File: src/common/isam_pkg.sv
package isam_pkg;
	// Register map, byte addresses on the AXI4-Lite port.
	localparam int ISAM_ADDR_W = 6;
	localparam logic [5:0] ISAM_OFF_STATUS = 6'h00;
	localparam logic [5:0] ISAM_OFF_MASK = 6'h04;
	localparam logic [5:0] ISAM_OFF_OWN = 6'h08;
	localparam logic [5:0] ISAM_OFF_CTRL = 6'h0c;
	localparam logic [5:0] ISAM_OFF_TX = 6'h10;
	localparam logic [5:0] ISAM_OFF_RX = 6'h14;
	localparam logic [5:0] ISAM_OFF_IRQ_STAT = 6'h18;
	localparam logic [5:0] ISAM_OFF_IRQ_MASK = 6'h1c;

	// Bus status field positions.
	localparam int ISAM_ST_ACK = 15;
	localparam int ISAM_ST_MTX = 14;
	localparam int ISAM_ST_BCL = 10;
	localparam int ISAM_ST_GC = 9;
	localparam int ISAM_ST_TEN = 8;
	localparam int ISAM_ST_WCOL = 7;
	localparam int ISAM_ST_OVF = 6;
	localparam int ISAM_ST_DA = 5;
	localparam int ISAM_ST_STOP = 4;
	localparam int ISAM_ST_START = 3;
	localparam int ISAM_ST_RW = 2;
	localparam int ISAM_ST_RXF = 1;
	localparam int ISAM_ST_TXF = 0;
	localparam logic [15:0] ISAM_ST_CLR_ONLY = 16'h04d8;
	localparam logic [15:0] ISAM_ST_RESET = 16'h0000;

	// Control register fields.
	localparam int ISAM_CTRL_WIDE = 0;
	localparam int ISAM_CTRL_GCEN = 1;

	// Interrupt status and mask field positions.
	localparam int ISAM_IRQ_W = 7;
	localparam int ISAM_IRQ_BCL = 0;
	localparam int ISAM_IRQ_WCOL = 1;
	localparam int ISAM_IRQ_OVF = 2;
	localparam int ISAM_IRQ_RX = 3;
	localparam int ISAM_IRQ_TXDONE = 4;
	localparam int ISAM_IRQ_STOP = 5;
	localparam int ISAM_IRQ_MATCH = 6;

	localparam int ISAM_ADR_W = 10;
	localparam int ISAM_NARROW_W = 7;
	localparam logic [6:0] ISAM_GC_ADDR = 7'h00;
	localparam logic [9:0] ISAM_MASK_RESET = 10'h000;
	localparam logic [9:0] ISAM_OWN_RESET = 10'h000;

	localparam logic [1:0] ISAM_RESP_OKAY = 2'b00;
	localparam logic [1:0] ISAM_RESP_SLVERR = 2'b10;
endpackage

File: src/design/isam_status.sv
// Design decisions made here: the register offsets and the AXI4-Lite interface to the registers.
`timescale 1ns/10ps
// Contract
// - In master transmit the ack flag takes the slave acknowledge bit, 1 for NACK, at its end.
// - The transmit-active flag sets when a master byte starts and clears at the slave acknowledge.
// - A collision during master operation sets a flag that stays until software clears it.
// - The general call flag sets on a general call address and clears on Stop.
// - The ten-bit match flag sets on a matching second address byte and clears on Stop.
// - A transmit write while busy is dropped and sets a flag only software clears.
// - A byte arriving while the receive buffer is still full sets a software-cleared overflow flag.
// - In slave mode the data flag clears on own address match and sets on a data byte.
// - On Start, Repeated Start or Stop exactly the latest condition flag reads 1.
// - After a slave address byte the direction flag is 1 for read and 0 for write.
// - The receive-full flag sets when the buffer is loaded and clears when software reads it.
// - The transmit-full flag sets on a software write and clears when that data is sent.
// - An address bit whose mask bit is 1 matches either value.
// - An address bit whose mask bit is 0 must equal the stored address bit.
// - A control bit chooses a 10-bit or 7-bit own address and compare.
module isam_status (
	input wire logic aclk, // System clock, 25 MHz.
	input wire logic aresetn, // Synchronous reset, active low.
	input wire logic [isam_pkg::ISAM_ADDR_W-1:0] s_axi_awaddr, // Write address.
	input wire logic s_axi_awvalid, // Write address valid.
	output logic s_axi_awready, // Write address ready.
	input wire logic [31:0] s_axi_wdata, // Write data.
	input wire logic [3:0] s_axi_wstrb, // Write byte strobes.
	input wire logic s_axi_wvalid, // Write data valid.
	output logic s_axi_wready, // Write data ready.
	output logic [1:0] s_axi_bresp, // Write response.
	output logic s_axi_bvalid, // Write response valid.
	input wire logic s_axi_bready, // Write response ready.
	input wire logic [isam_pkg::ISAM_ADDR_W-1:0] s_axi_araddr, // Read address.
	input wire logic s_axi_arvalid, // Read address valid.
	output logic s_axi_arready, // Read address ready.
	output logic [31:0] s_axi_rdata, // Read data.
	output logic [1:0] s_axi_rresp, // Read response.
	output logic s_axi_rvalid, // Read data valid.
	input wire logic s_axi_rready, // Read data ready.
	input wire logic ev_start, // Start or Repeated Start seen, pulse.
	input wire logic ev_stop, // Stop seen, pulse.
	input wire logic ev_mtx_begin, // Master byte transmission begins, pulse.
	input wire logic ev_mtx_ack, // Slave acknowledge bit ended, pulse.
	input wire logic ack_nack, // Acknowledge value, 1 is NACK.
	input wire logic ev_collision, // Bus collision in master operation, pulse.
	input wire logic ev_addr, // Slave address reception complete, pulse.
	input wire logic [isam_pkg::ISAM_ADR_W-1:0] in_addr, // Received address.
	input wire logic in_ten, // Received address in 10-bit form.
	input wire logic in_rw, // Received direction, 1 is read.
	input wire logic ev_data, // Slave data byte received, pulse.
	input wire logic ev_rx_byte, // Shift register byte complete, pulse.
	input wire logic [7:0] rx_byte, // Byte from the shift register.
	input wire logic ev_tx_done, // Transmit data fully sent, pulse.
	input wire logic engine_busy, // Bus engine busy, level.
	output logic [7:0] tx_holding_register, // Byte for the engine to send.
	output logic tx_holding_full, // Transmit byte waiting.
	output logic slave_hit, // Own address matched, pulse.
	output logic general_call_out, // General call accepted, pulse.
	output logic irq // Interrupt, level, high.
);
	import isam_pkg::*;

	typedef struct packed {
		logic [15:0] stat;
		logic [ISAM_ADR_W-1:0] mask;
		logic [ISAM_ADR_W-1:0] own;
		logic wide;
		logic gcen;
		logic [7:0] txb;
		logic [7:0] rxb;
		logic [ISAM_IRQ_W-1:0] ists;
		logic [ISAM_IRQ_W-1:0] imsk;
		logic irq;
		logic awr;
		logic [ISAM_ADDR_W-1:0] awa;
		logic awh;
		logic wr;
		logic [31:0] wd;
		logic [3:0] ws;
		logic wh;
		logic bv;
		logic [1:0] br;
		logic arr;
		logic rv;
		logic [31:0] rd;
		logic [1:0] rr;
		logic hit;
		logic gcall;
	} isam_state_t;

	isam_state_t state_q;
	isam_state_t state_d;
	logic addr_hit;
	logic wr_fire;
	logic rd_fire;
	logic tx_write;
	logic gc_hit;
	logic [15:0] wmask;

	// Registers live only on aligned words below the end of the map.
	function automatic logic isam_mapped(input logic [ISAM_ADDR_W-1:0] a);
		return (a[1:0] == 2'b00) && (a <= ISAM_OFF_IRQ_MASK);
	endfunction

	isam_addr_match u_match (
		.in_addr(in_addr),
		.in_ten(in_ten),
		.own_addr(state_q.own),
		.addr_mask(state_q.mask),
		.wide_sel(state_q.wide),
		.hit(addr_hit)
	);

	assign wr_fire = state_q.awh & state_q.wh & ~state_q.bv;
	assign rd_fire = s_axi_arvalid & state_q.arr;
	assign tx_write = wr_fire & (state_q.awa == ISAM_OFF_TX) & state_q.ws[0];
	assign gc_hit = state_q.gcen & ~in_ten & (in_addr[ISAM_NARROW_W-1:0] == ISAM_GC_ADDR);
	assign wmask = {{8{state_q.ws[1]}}, {8{state_q.ws[0]}}};

	always_comb begin
		state_d = state_q;
		state_d.hit = 1'b0;
		state_d.gcall = 1'b0;

		// Write channel capture, each side independent.
		if (s_axi_awvalid && state_q.awr) begin
			state_d.awh = 1'b1;
			state_d.awa = s_axi_awaddr;
		end
		if (s_axi_wvalid && state_q.wr) begin
			state_d.wh = 1'b1;
			state_d.wd = s_axi_wdata;
			state_d.ws = s_axi_wstrb;
		end
		if (state_q.bv && s_axi_bready) begin
			state_d.bv = 1'b0;
		end

		// Software writes come first so hardware sets below override them.
		if (wr_fire) begin
			state_d.awh = 1'b0;
			state_d.wh = 1'b0;
			state_d.bv = 1'b1;
			state_d.br = isam_mapped(state_q.awa) ? ISAM_RESP_OKAY : ISAM_RESP_SLVERR;
			unique case (state_q.awa)
				ISAM_OFF_STATUS: begin
					state_d.stat = state_q.stat & ~(ISAM_ST_CLR_ONLY & wmask & ~state_q.wd[15:0]);
				end
				ISAM_OFF_MASK: begin
					state_d.mask = (state_q.mask & ~wmask[9:0]) | (state_q.wd[9:0] & wmask[9:0]);
				end
				ISAM_OFF_OWN: begin
					state_d.own = (state_q.own & ~wmask[9:0]) | (state_q.wd[9:0] & wmask[9:0]);
				end
				ISAM_OFF_CTRL: begin
					if (state_q.ws[0]) begin
						state_d.wide = state_q.wd[ISAM_CTRL_WIDE];
						state_d.gcen = state_q.wd[ISAM_CTRL_GCEN];
					end
				end
				ISAM_OFF_TX: begin
					if (state_q.ws[0]) begin
						if (engine_busy || state_q.stat[ISAM_ST_TXF]) begin
							state_d.stat[ISAM_ST_WCOL] = 1'b1;
							state_d.ists[ISAM_IRQ_WCOL] = 1'b1;
						end else begin
							state_d.txb = state_q.wd[7:0];
							state_d.stat[ISAM_ST_TXF] = 1'b1;
						end
					end
				end
				ISAM_OFF_IRQ_MASK: begin
					if (state_q.ws[0]) begin
						state_d.imsk = state_q.wd[ISAM_IRQ_W-1:0];
					end
				end
				default: begin
				end
			endcase
		end

		// Read channel; side effects act on the read that is taken.
		if (state_q.rv && s_axi_rready) begin
			state_d.rv = 1'b0;
		end
		if (rd_fire) begin
			state_d.rv = 1'b1;
			state_d.rr = isam_mapped(s_axi_araddr) ? ISAM_RESP_OKAY : ISAM_RESP_SLVERR;
			state_d.rd = 32'h0000_0000;
			unique case (s_axi_araddr)
				ISAM_OFF_STATUS: state_d.rd[15:0] = state_q.stat;
				ISAM_OFF_MASK: state_d.rd[9:0] = state_q.mask;
				ISAM_OFF_OWN: state_d.rd[9:0] = state_q.own;
				ISAM_OFF_CTRL: begin
					state_d.rd[ISAM_CTRL_WIDE] = state_q.wide;
					state_d.rd[ISAM_CTRL_GCEN] = state_q.gcen;
				end
				ISAM_OFF_TX: state_d.rd[7:0] = state_q.txb;
				ISAM_OFF_RX: begin
					state_d.rd[7:0] = state_q.rxb;
					state_d.stat[ISAM_ST_RXF] = 1'b0;
				end
				ISAM_OFF_IRQ_STAT: begin
					state_d.rd[ISAM_IRQ_W-1:0] = state_q.ists;
					state_d.ists = '0;
				end
				ISAM_OFF_IRQ_MASK: state_d.rd[ISAM_IRQ_W-1:0] = state_q.imsk;
				default: begin
				end
			endcase
		end

		// Hardware events; applied last so a hardware set beats a same-cycle software or read clear.
		// set wins over clear, except a same-cycle ack clears MTX, a same-cycle stop clears START and a same-cycle tx done clears TXF set by a write.
		if (ev_start) begin
			state_d.stat[ISAM_ST_START] = 1'b1;
			state_d.stat[ISAM_ST_STOP] = 1'b0;
		end
		if (ev_stop) begin
			state_d.stat[ISAM_ST_STOP] = 1'b1;
			state_d.stat[ISAM_ST_START] = 1'b0;
			state_d.stat[ISAM_ST_GC] = 1'b0;
			state_d.stat[ISAM_ST_TEN] = 1'b0;
			state_d.ists[ISAM_IRQ_STOP] = 1'b1;
		end
		if (ev_mtx_begin) begin
			state_d.stat[ISAM_ST_MTX] = 1'b1;
		end
		if (ev_mtx_ack) begin
			state_d.stat[ISAM_ST_ACK] = ack_nack;
			state_d.stat[ISAM_ST_MTX] = 1'b0;
		end
		if (ev_collision) begin
			state_d.stat[ISAM_ST_BCL] = 1'b1;
			state_d.ists[ISAM_IRQ_BCL] = 1'b1;
		end
		if (ev_addr && gc_hit) begin
			state_d.stat[ISAM_ST_GC] = 1'b1;
			state_d.gcall = 1'b1;
			state_d.stat[ISAM_ST_DA] = 1'b0;
			state_d.stat[ISAM_ST_RW] = in_rw;
		end
		if (ev_addr && addr_hit) begin
			state_d.stat[ISAM_ST_DA] = 1'b0;
			state_d.stat[ISAM_ST_RW] = in_rw;
			state_d.stat[ISAM_ST_TEN] = in_ten;
			state_d.hit = 1'b1;
			state_d.ists[ISAM_IRQ_MATCH] = 1'b1;
		end
		if (ev_data) begin
			state_d.stat[ISAM_ST_DA] = 1'b1;
		end
		if (ev_rx_byte) begin
			if (state_d.stat[ISAM_ST_RXF]) begin
				state_d.stat[ISAM_ST_OVF] = 1'b1;
				state_d.ists[ISAM_IRQ_OVF] = 1'b1;
			end else begin
				state_d.rxb = rx_byte;
				state_d.stat[ISAM_ST_RXF] = 1'b1;
				state_d.ists[ISAM_IRQ_RX] = 1'b1;
			end
		end
		if (ev_tx_done) begin
			state_d.stat[ISAM_ST_TXF] = 1'b0;
			state_d.ists[ISAM_IRQ_TXDONE] = 1'b1;
		end

		state_d.awr = ~state_d.awh & ~state_d.bv;
		state_d.wr = ~state_d.wh & ~state_d.bv;
		state_d.arr = ~state_d.rv;
		state_d.irq = |(state_d.ists & state_d.imsk);
	end

	always_ff @(posedge aclk) begin
		if (!aresetn) begin
			state_q <= '0;
			state_q.stat <= ISAM_ST_RESET;
			state_q.mask <= ISAM_MASK_RESET;
			state_q.own <= ISAM_OWN_RESET;
		end else begin
			state_q <= state_d;
		end
	end

	assign s_axi_awready = state_q.awr;
	assign s_axi_wready = state_q.wr;
	assign s_axi_bvalid = state_q.bv;
	assign s_axi_bresp = state_q.br;
	assign s_axi_arready = state_q.arr;
	assign s_axi_rvalid = state_q.rv;
	assign s_axi_rdata = state_q.rd;
	assign s_axi_rresp = state_q.rr;
	assign tx_holding_register = state_q.txb;
	assign tx_holding_full = state_q.stat[ISAM_ST_TXF];
	assign slave_hit = state_q.hit;
	assign general_call_out = state_q.gcall;
	assign irq = state_q.irq;
endmodule // isam_status

File: src/design/isam_addr_match.sv
`timescale 1ns/10ps
module isam_addr_match (
	input wire logic [isam_pkg::ISAM_ADR_W-1:0] in_addr, // Incoming slave address.
	input wire logic in_ten, // Incoming address used the 10-bit form.
	input wire logic [isam_pkg::ISAM_ADR_W-1:0] own_addr, // Own slave address.
	input wire logic [isam_pkg::ISAM_ADR_W-1:0] addr_mask, // Mask, 1 ignores the bit.
	input wire logic wide_sel, // Own address is 10 bits wide.
	output logic hit // Masked compare matched.
);
	import isam_pkg::*;

	logic [ISAM_ADR_W-1:0] bit_ok;

	genvar i;
	generate
		for (i = 0; i < ISAM_ADR_W; i++) begin : g_bit
			if (i < ISAM_NARROW_W) begin : g_lo
				// masked bits pass. unmasked must equal.
				assign bit_ok[i] = addr_mask[i] | (in_addr[i] == own_addr[i]);
			end else begin : g_hi
				// upper bits ignored in narrow mode.
				assign bit_ok[i] = ~wide_sel | addr_mask[i] | (in_addr[i] == own_addr[i]);
			end
		end
	endgenerate

	// address form must match the width setting.
	assign hit = (in_ten == wide_sel) & (&bit_ok);
endmodule // isam_addr_match

File: config.mk
export PLATFORM = sky130hd
export DESIGN_NAME = isam_status
export DESIGN_NICKNAME = d
export VERILOG_FILES = /design/src/common/isam_pkg.sv /design/src/design/isam_status.sv /design/src/design/isam_addr_match.sv
export SDC_FILE = /design/constraint.sdc
export NUM_CORES = 1
export LEC_CHECK = 0
export ABC_CLOCK_PERIOD_IN_PS = 5400
export BUFFER_PORTS_ARGS = -buffer_cell sky130_fd_sc_hd__buf_2
export CAP_MARGIN = 20
export CELL_PAD_IN_SITES_DETAIL_PLACEMENT = 0
export CELL_PAD_IN_SITES_GLOBAL_PLACEMENT = 1
export CORE_ASPECT_RATIO = 1.1
export CORE_MARGIN = 4
export CORE_UTILIZATION = 42
export DETAILED_ROUTE_END_ITERATION = 8
export PLACE_DENSITY_LB_ADDON = 0.1
export SETUP_SLACK_MARGIN = 0.4
export SYNTH_ARGS = -nofsm -noshare
export SYNTH_HDL_FRONTEND = slang
export SYNTH_SLANG_ARGS = --single-unit
File: constraint.sdc
create_clock -name aclk -period 5.4 [get_ports aclk]
set_clock_uncertainty 0.1 [all_clocks]
set_input_delay 0.54 -clock aclk [delete_from_list [all_inputs] [get_ports aclk]]
set_output_delay 0.54 -clock aclk [all_outputs]
set_load 0.02 [all_outputs]
==> metrics.txt <==
Die Span Y 122 µm; Startpoint Class register; Core Region 0.0115 mm²; FP Rows 41; Post-Synthesis Cells 541; max frequency 346 MHz; CP Max Fanout 7; RSZ-0062 raised after global routing false; DRT Pass-1 Iters 5; sequential fraction of the synthesis area 0.441; Seq pwr share 0.490; first-pass GRT wire length 20000 µm; Setup Fix Bufs, Post-CTS 0; Placer Congestion 0.835; Residual DRC 0; CP peak stage delay 0.70 ns; HPWL after DPL 9400 µm; initial cell density of the core 0.431; Routed Wire Length 12700 µm; Worst-path clk slew 0.07 ns; via count 3854; Layout Nets 683; CTS buffer count 9; CTS sink cnt 109; post-layout instance area 0.00557 mm²; Worst Path Arrival 3.01 ns; clock root cell clkbuf_16; largest net degree at the start of global routing 66; Gate power share 0.081; Reg2Reg Capture Point irq; dpl cells 736; met3 routed WL 704 µm; hold_buf cts 0; Hold Path End state_q[154]; Iter 0 DRT Violations 219; Worst Max-Slew Pin Slew 0.932 ns; clock power share 0.429; Congestion Overflow GR 0; diode count 0; reg2reg start state_q[80]; number of global-route vias before repair 3777; DP Area 0.00523 mm²; I/O Buffers 94; filler cell count 1153; worst hold slack 0.292 ns; Warnings, synthesis 0; met2 WL post-DR 6140 µm; area delta synth->final 12.6%; critical path's top delay family simple AND/OR/NAND/NOR gates; Final Critical Period 2.89 ns; Worst Setup Path Type reg -> reg; MaxCap Viol Count 0; critical-path cell list or4b_4 > nor3b_2 > mux2_1 > a22oi_1 > a31oi_1 > o41a_1; antenna viol nets, final 0; Clock Tree Buf Depth 2; Top Layer Used met4; Post-synth top flop dfxtp_1; Crit-path slowest cell nor3b_2; reg-to-reg slack, setup 2.51 ns; Synth async-reset ratio 0; fin cells 752; Slew Limit Fails 0; H-Tree Depth 3; cell area power density 310 mW/mm²; worst r2r path cells 6; hold depth 2; Worst EP required 5.52 ns; Max-slew headroom 0.375; Critical path buffers and inverters 0; Metal-1 WL 5700 µm; routed vias/inst 5.13; syn avg cell area 9.15 µm²; Final Hold Viols 0; post-route clock period utilization 0.535; PostCTS Resize Cnt 0; status completed; internal power 1.33 mW; synthesis-stage register bit count 109; CTS tree yes; crit path capture type register; wire per inst 16.9 µm; Netlist Area Pre-Place 0.00495 mm²; EDFF count, synth 0; Netlist cell types 54; clk_lat worst skew 0.34 ns; worst hold-check path type in -> reg; final setup fails 0; leakage 2.38 nW; maximum VDD drop 0.000151 V; Chip Width 111 µm; switching power of the nets 394 µW; total global routing track utilization 0.188; initial antenna violation count 0; die area 0.0136 mm²; Setup TNS Final 0 ns; min-delay src ev_mtx_ack; layout cells sized above 1 0.223; switching share of power 0.228; IO Count 139
-- power by group through the flow --
| stage | Clock, mW | Combinational [mW] | Sequential, mW |
|---|---|---|---|
| after floorplan | 0 | 0.105 | 0.859 |
| after global placement | 0 | 0.140 | 0.864 |
| after detailed placement | 0 | 0.141 | 0.865 |
| after CTS | 0.759 | 0.142 | 0.846 |
| after global routing | 0.788 | 0.157 | 0.849 |
| final | 0.741 | 0.141 | 0.846 |
-- how the worst max path moves through the flow --
stage | start | to | slack (ns) | depth (start not counted)
after global placement | s_axi_araddr[3] | irq | 2.52 | 7
after CTS | state_q[80] | irq | 2.52 | 6
final | state_q[80] | irq | 2.51 | 6
after global routing | state_q[84] | irq | 2.38 | 6
after floorplan | state_q[80] | irq | 3.12 | 7
after detailed placement | s_axi_araddr[3] | irq | 2.46 | 7
-- kinds of logic after synthesis --
family | Yosys count | share of synthesized area
AOI/OAI and AO/OA | 92 | 0.112
xor gates and xnor gates | 10 | 0.0177
muxes | 65 | 0.155
other | 1 | 0.000758
DFF | 109 | 0.441
buffers and inverters | 75 | 0.0981
and+or+nand+nor | 189 | 0.175
-- cell type report --
cell class                      count  area, µm²  share of cell area
Clock buffer                       13        280              0.0503
Clock inverter                      3       65.1              0.0117
Inverter                            4       15.0             0.00269
Multi-Input combinational cell    377       2360               0.423
Sequential cell                   109       2180               0.392
Tap cell                          150        188              0.0337
Timing Repair Buffer               96        485              0.0871
-- cell usage after synthesis (3+ instances only) --
master | number | area share
nor3_1 | 5 | 0.0051
nand2_1 | 55 | 0.042
buf_2 | 3 | 0.0030
nor3b_1 | 3 | 0.0046
inv_1 | 3 | 0.0023
mux4_2 | 9 | 0.041
a21oi_1 | 45 | 0.046
buf_4 | 44 | 0.067
o21ai_0 | 14 | 0.014
nand2b_1 | 3 | 0.0038
mux2i_1 | 54 | 0.11
nor2_1 | 80 | 0.061
xnor2_1 | 10 | 0.018
nand4_1 | 3 | 0.0038
a22oi_1 | 11 | 0.017
nand3b_1 | 3 | 0.0046
clkbuf_1 | 18 | 0.014
nand3_1 | 10 | 0.010
and3_1 | 6 | 0.0076
nor4_1 | 4 | 0.0051
o22ai_1 | 5 | 0.0063
a31oi_1 | 4 | 0.0051
dfxtp_1 | 109 | 0.44
-- layout by cell type, fill, tap and decap left out, types with 2 or more instances in the layout --
| master | Yosys | final |
|---|---|---|
| a21bo_2 | 2 | 2 |
| nor3b_1 | 3 | 3 |
| nor4_1 | 4 | 4 |
| bufinv_16 | 0 | 2 |
| clkbuf_16 | 0 | 9 |
| a31oi_1 | 4 | 4 |
| and3_1 | 6 | 6 |
| dfxtp_1 | 109 | 109 |
| inv_1 | 3 | 3 |
| conb_1 | 1 | 21 |
| buf_2 | 3 | 94 |
| nand3b_1 | 3 | 3 |
| o21ai_0 | 14 | 14 |
| nand4_1 | 3 | 3 |
| nor2b_1 | 2 | 2 |
| a211oi_1 | 2 | 2 |
| clkbuf_8 | 2 | 4 |
| o22ai_1 | 5 | 5 |
| mux2i_1 | 54 | 54 |
| nor3_1 | 5 | 5 |
| nand2b_1 | 3 | 3 |
| buf_4 | 44 | 2 |
| a21oi_1 | 45 | 45 |
| nand3_1 | 10 | 10 |
| xnor2_1 | 10 | 10 |
| nor2_1 | 80 | 80 |
| o21bai_1 | 2 | 2 |
| nand2_1 | 55 | 55 |
| and2_1 | 2 | 2 |
| a22oi_1 | 11 | 11 |
| o211ai_1 | 2 | 2 |
| mux4_2 | 9 | 9 |
-- metrics by stage --
stage | util | setup WS [ns] | total power [mW]
after floorplan | - | 3.12 | 0.964
after global placement | 0.455 | 2.52 | 1.00
after detailed placement | 0.455 | 2.46 | 1.01
after CTS | 0.485 | 2.52 | 1.75
after global routing | 0.485 | 2.38 | 1.79
final | 0.485 | 2.51 | 1.73
-- layer usage --
layer | vias up | global-route usage
li1 | 1928 | -
met1 | 1797 | 0.240
met2 | 115 | 0.319
met3 | 14 | 0.0383
met4 | 0 | 0.0631
met5 | - | 0
Power figures use the tool's default switching activity.
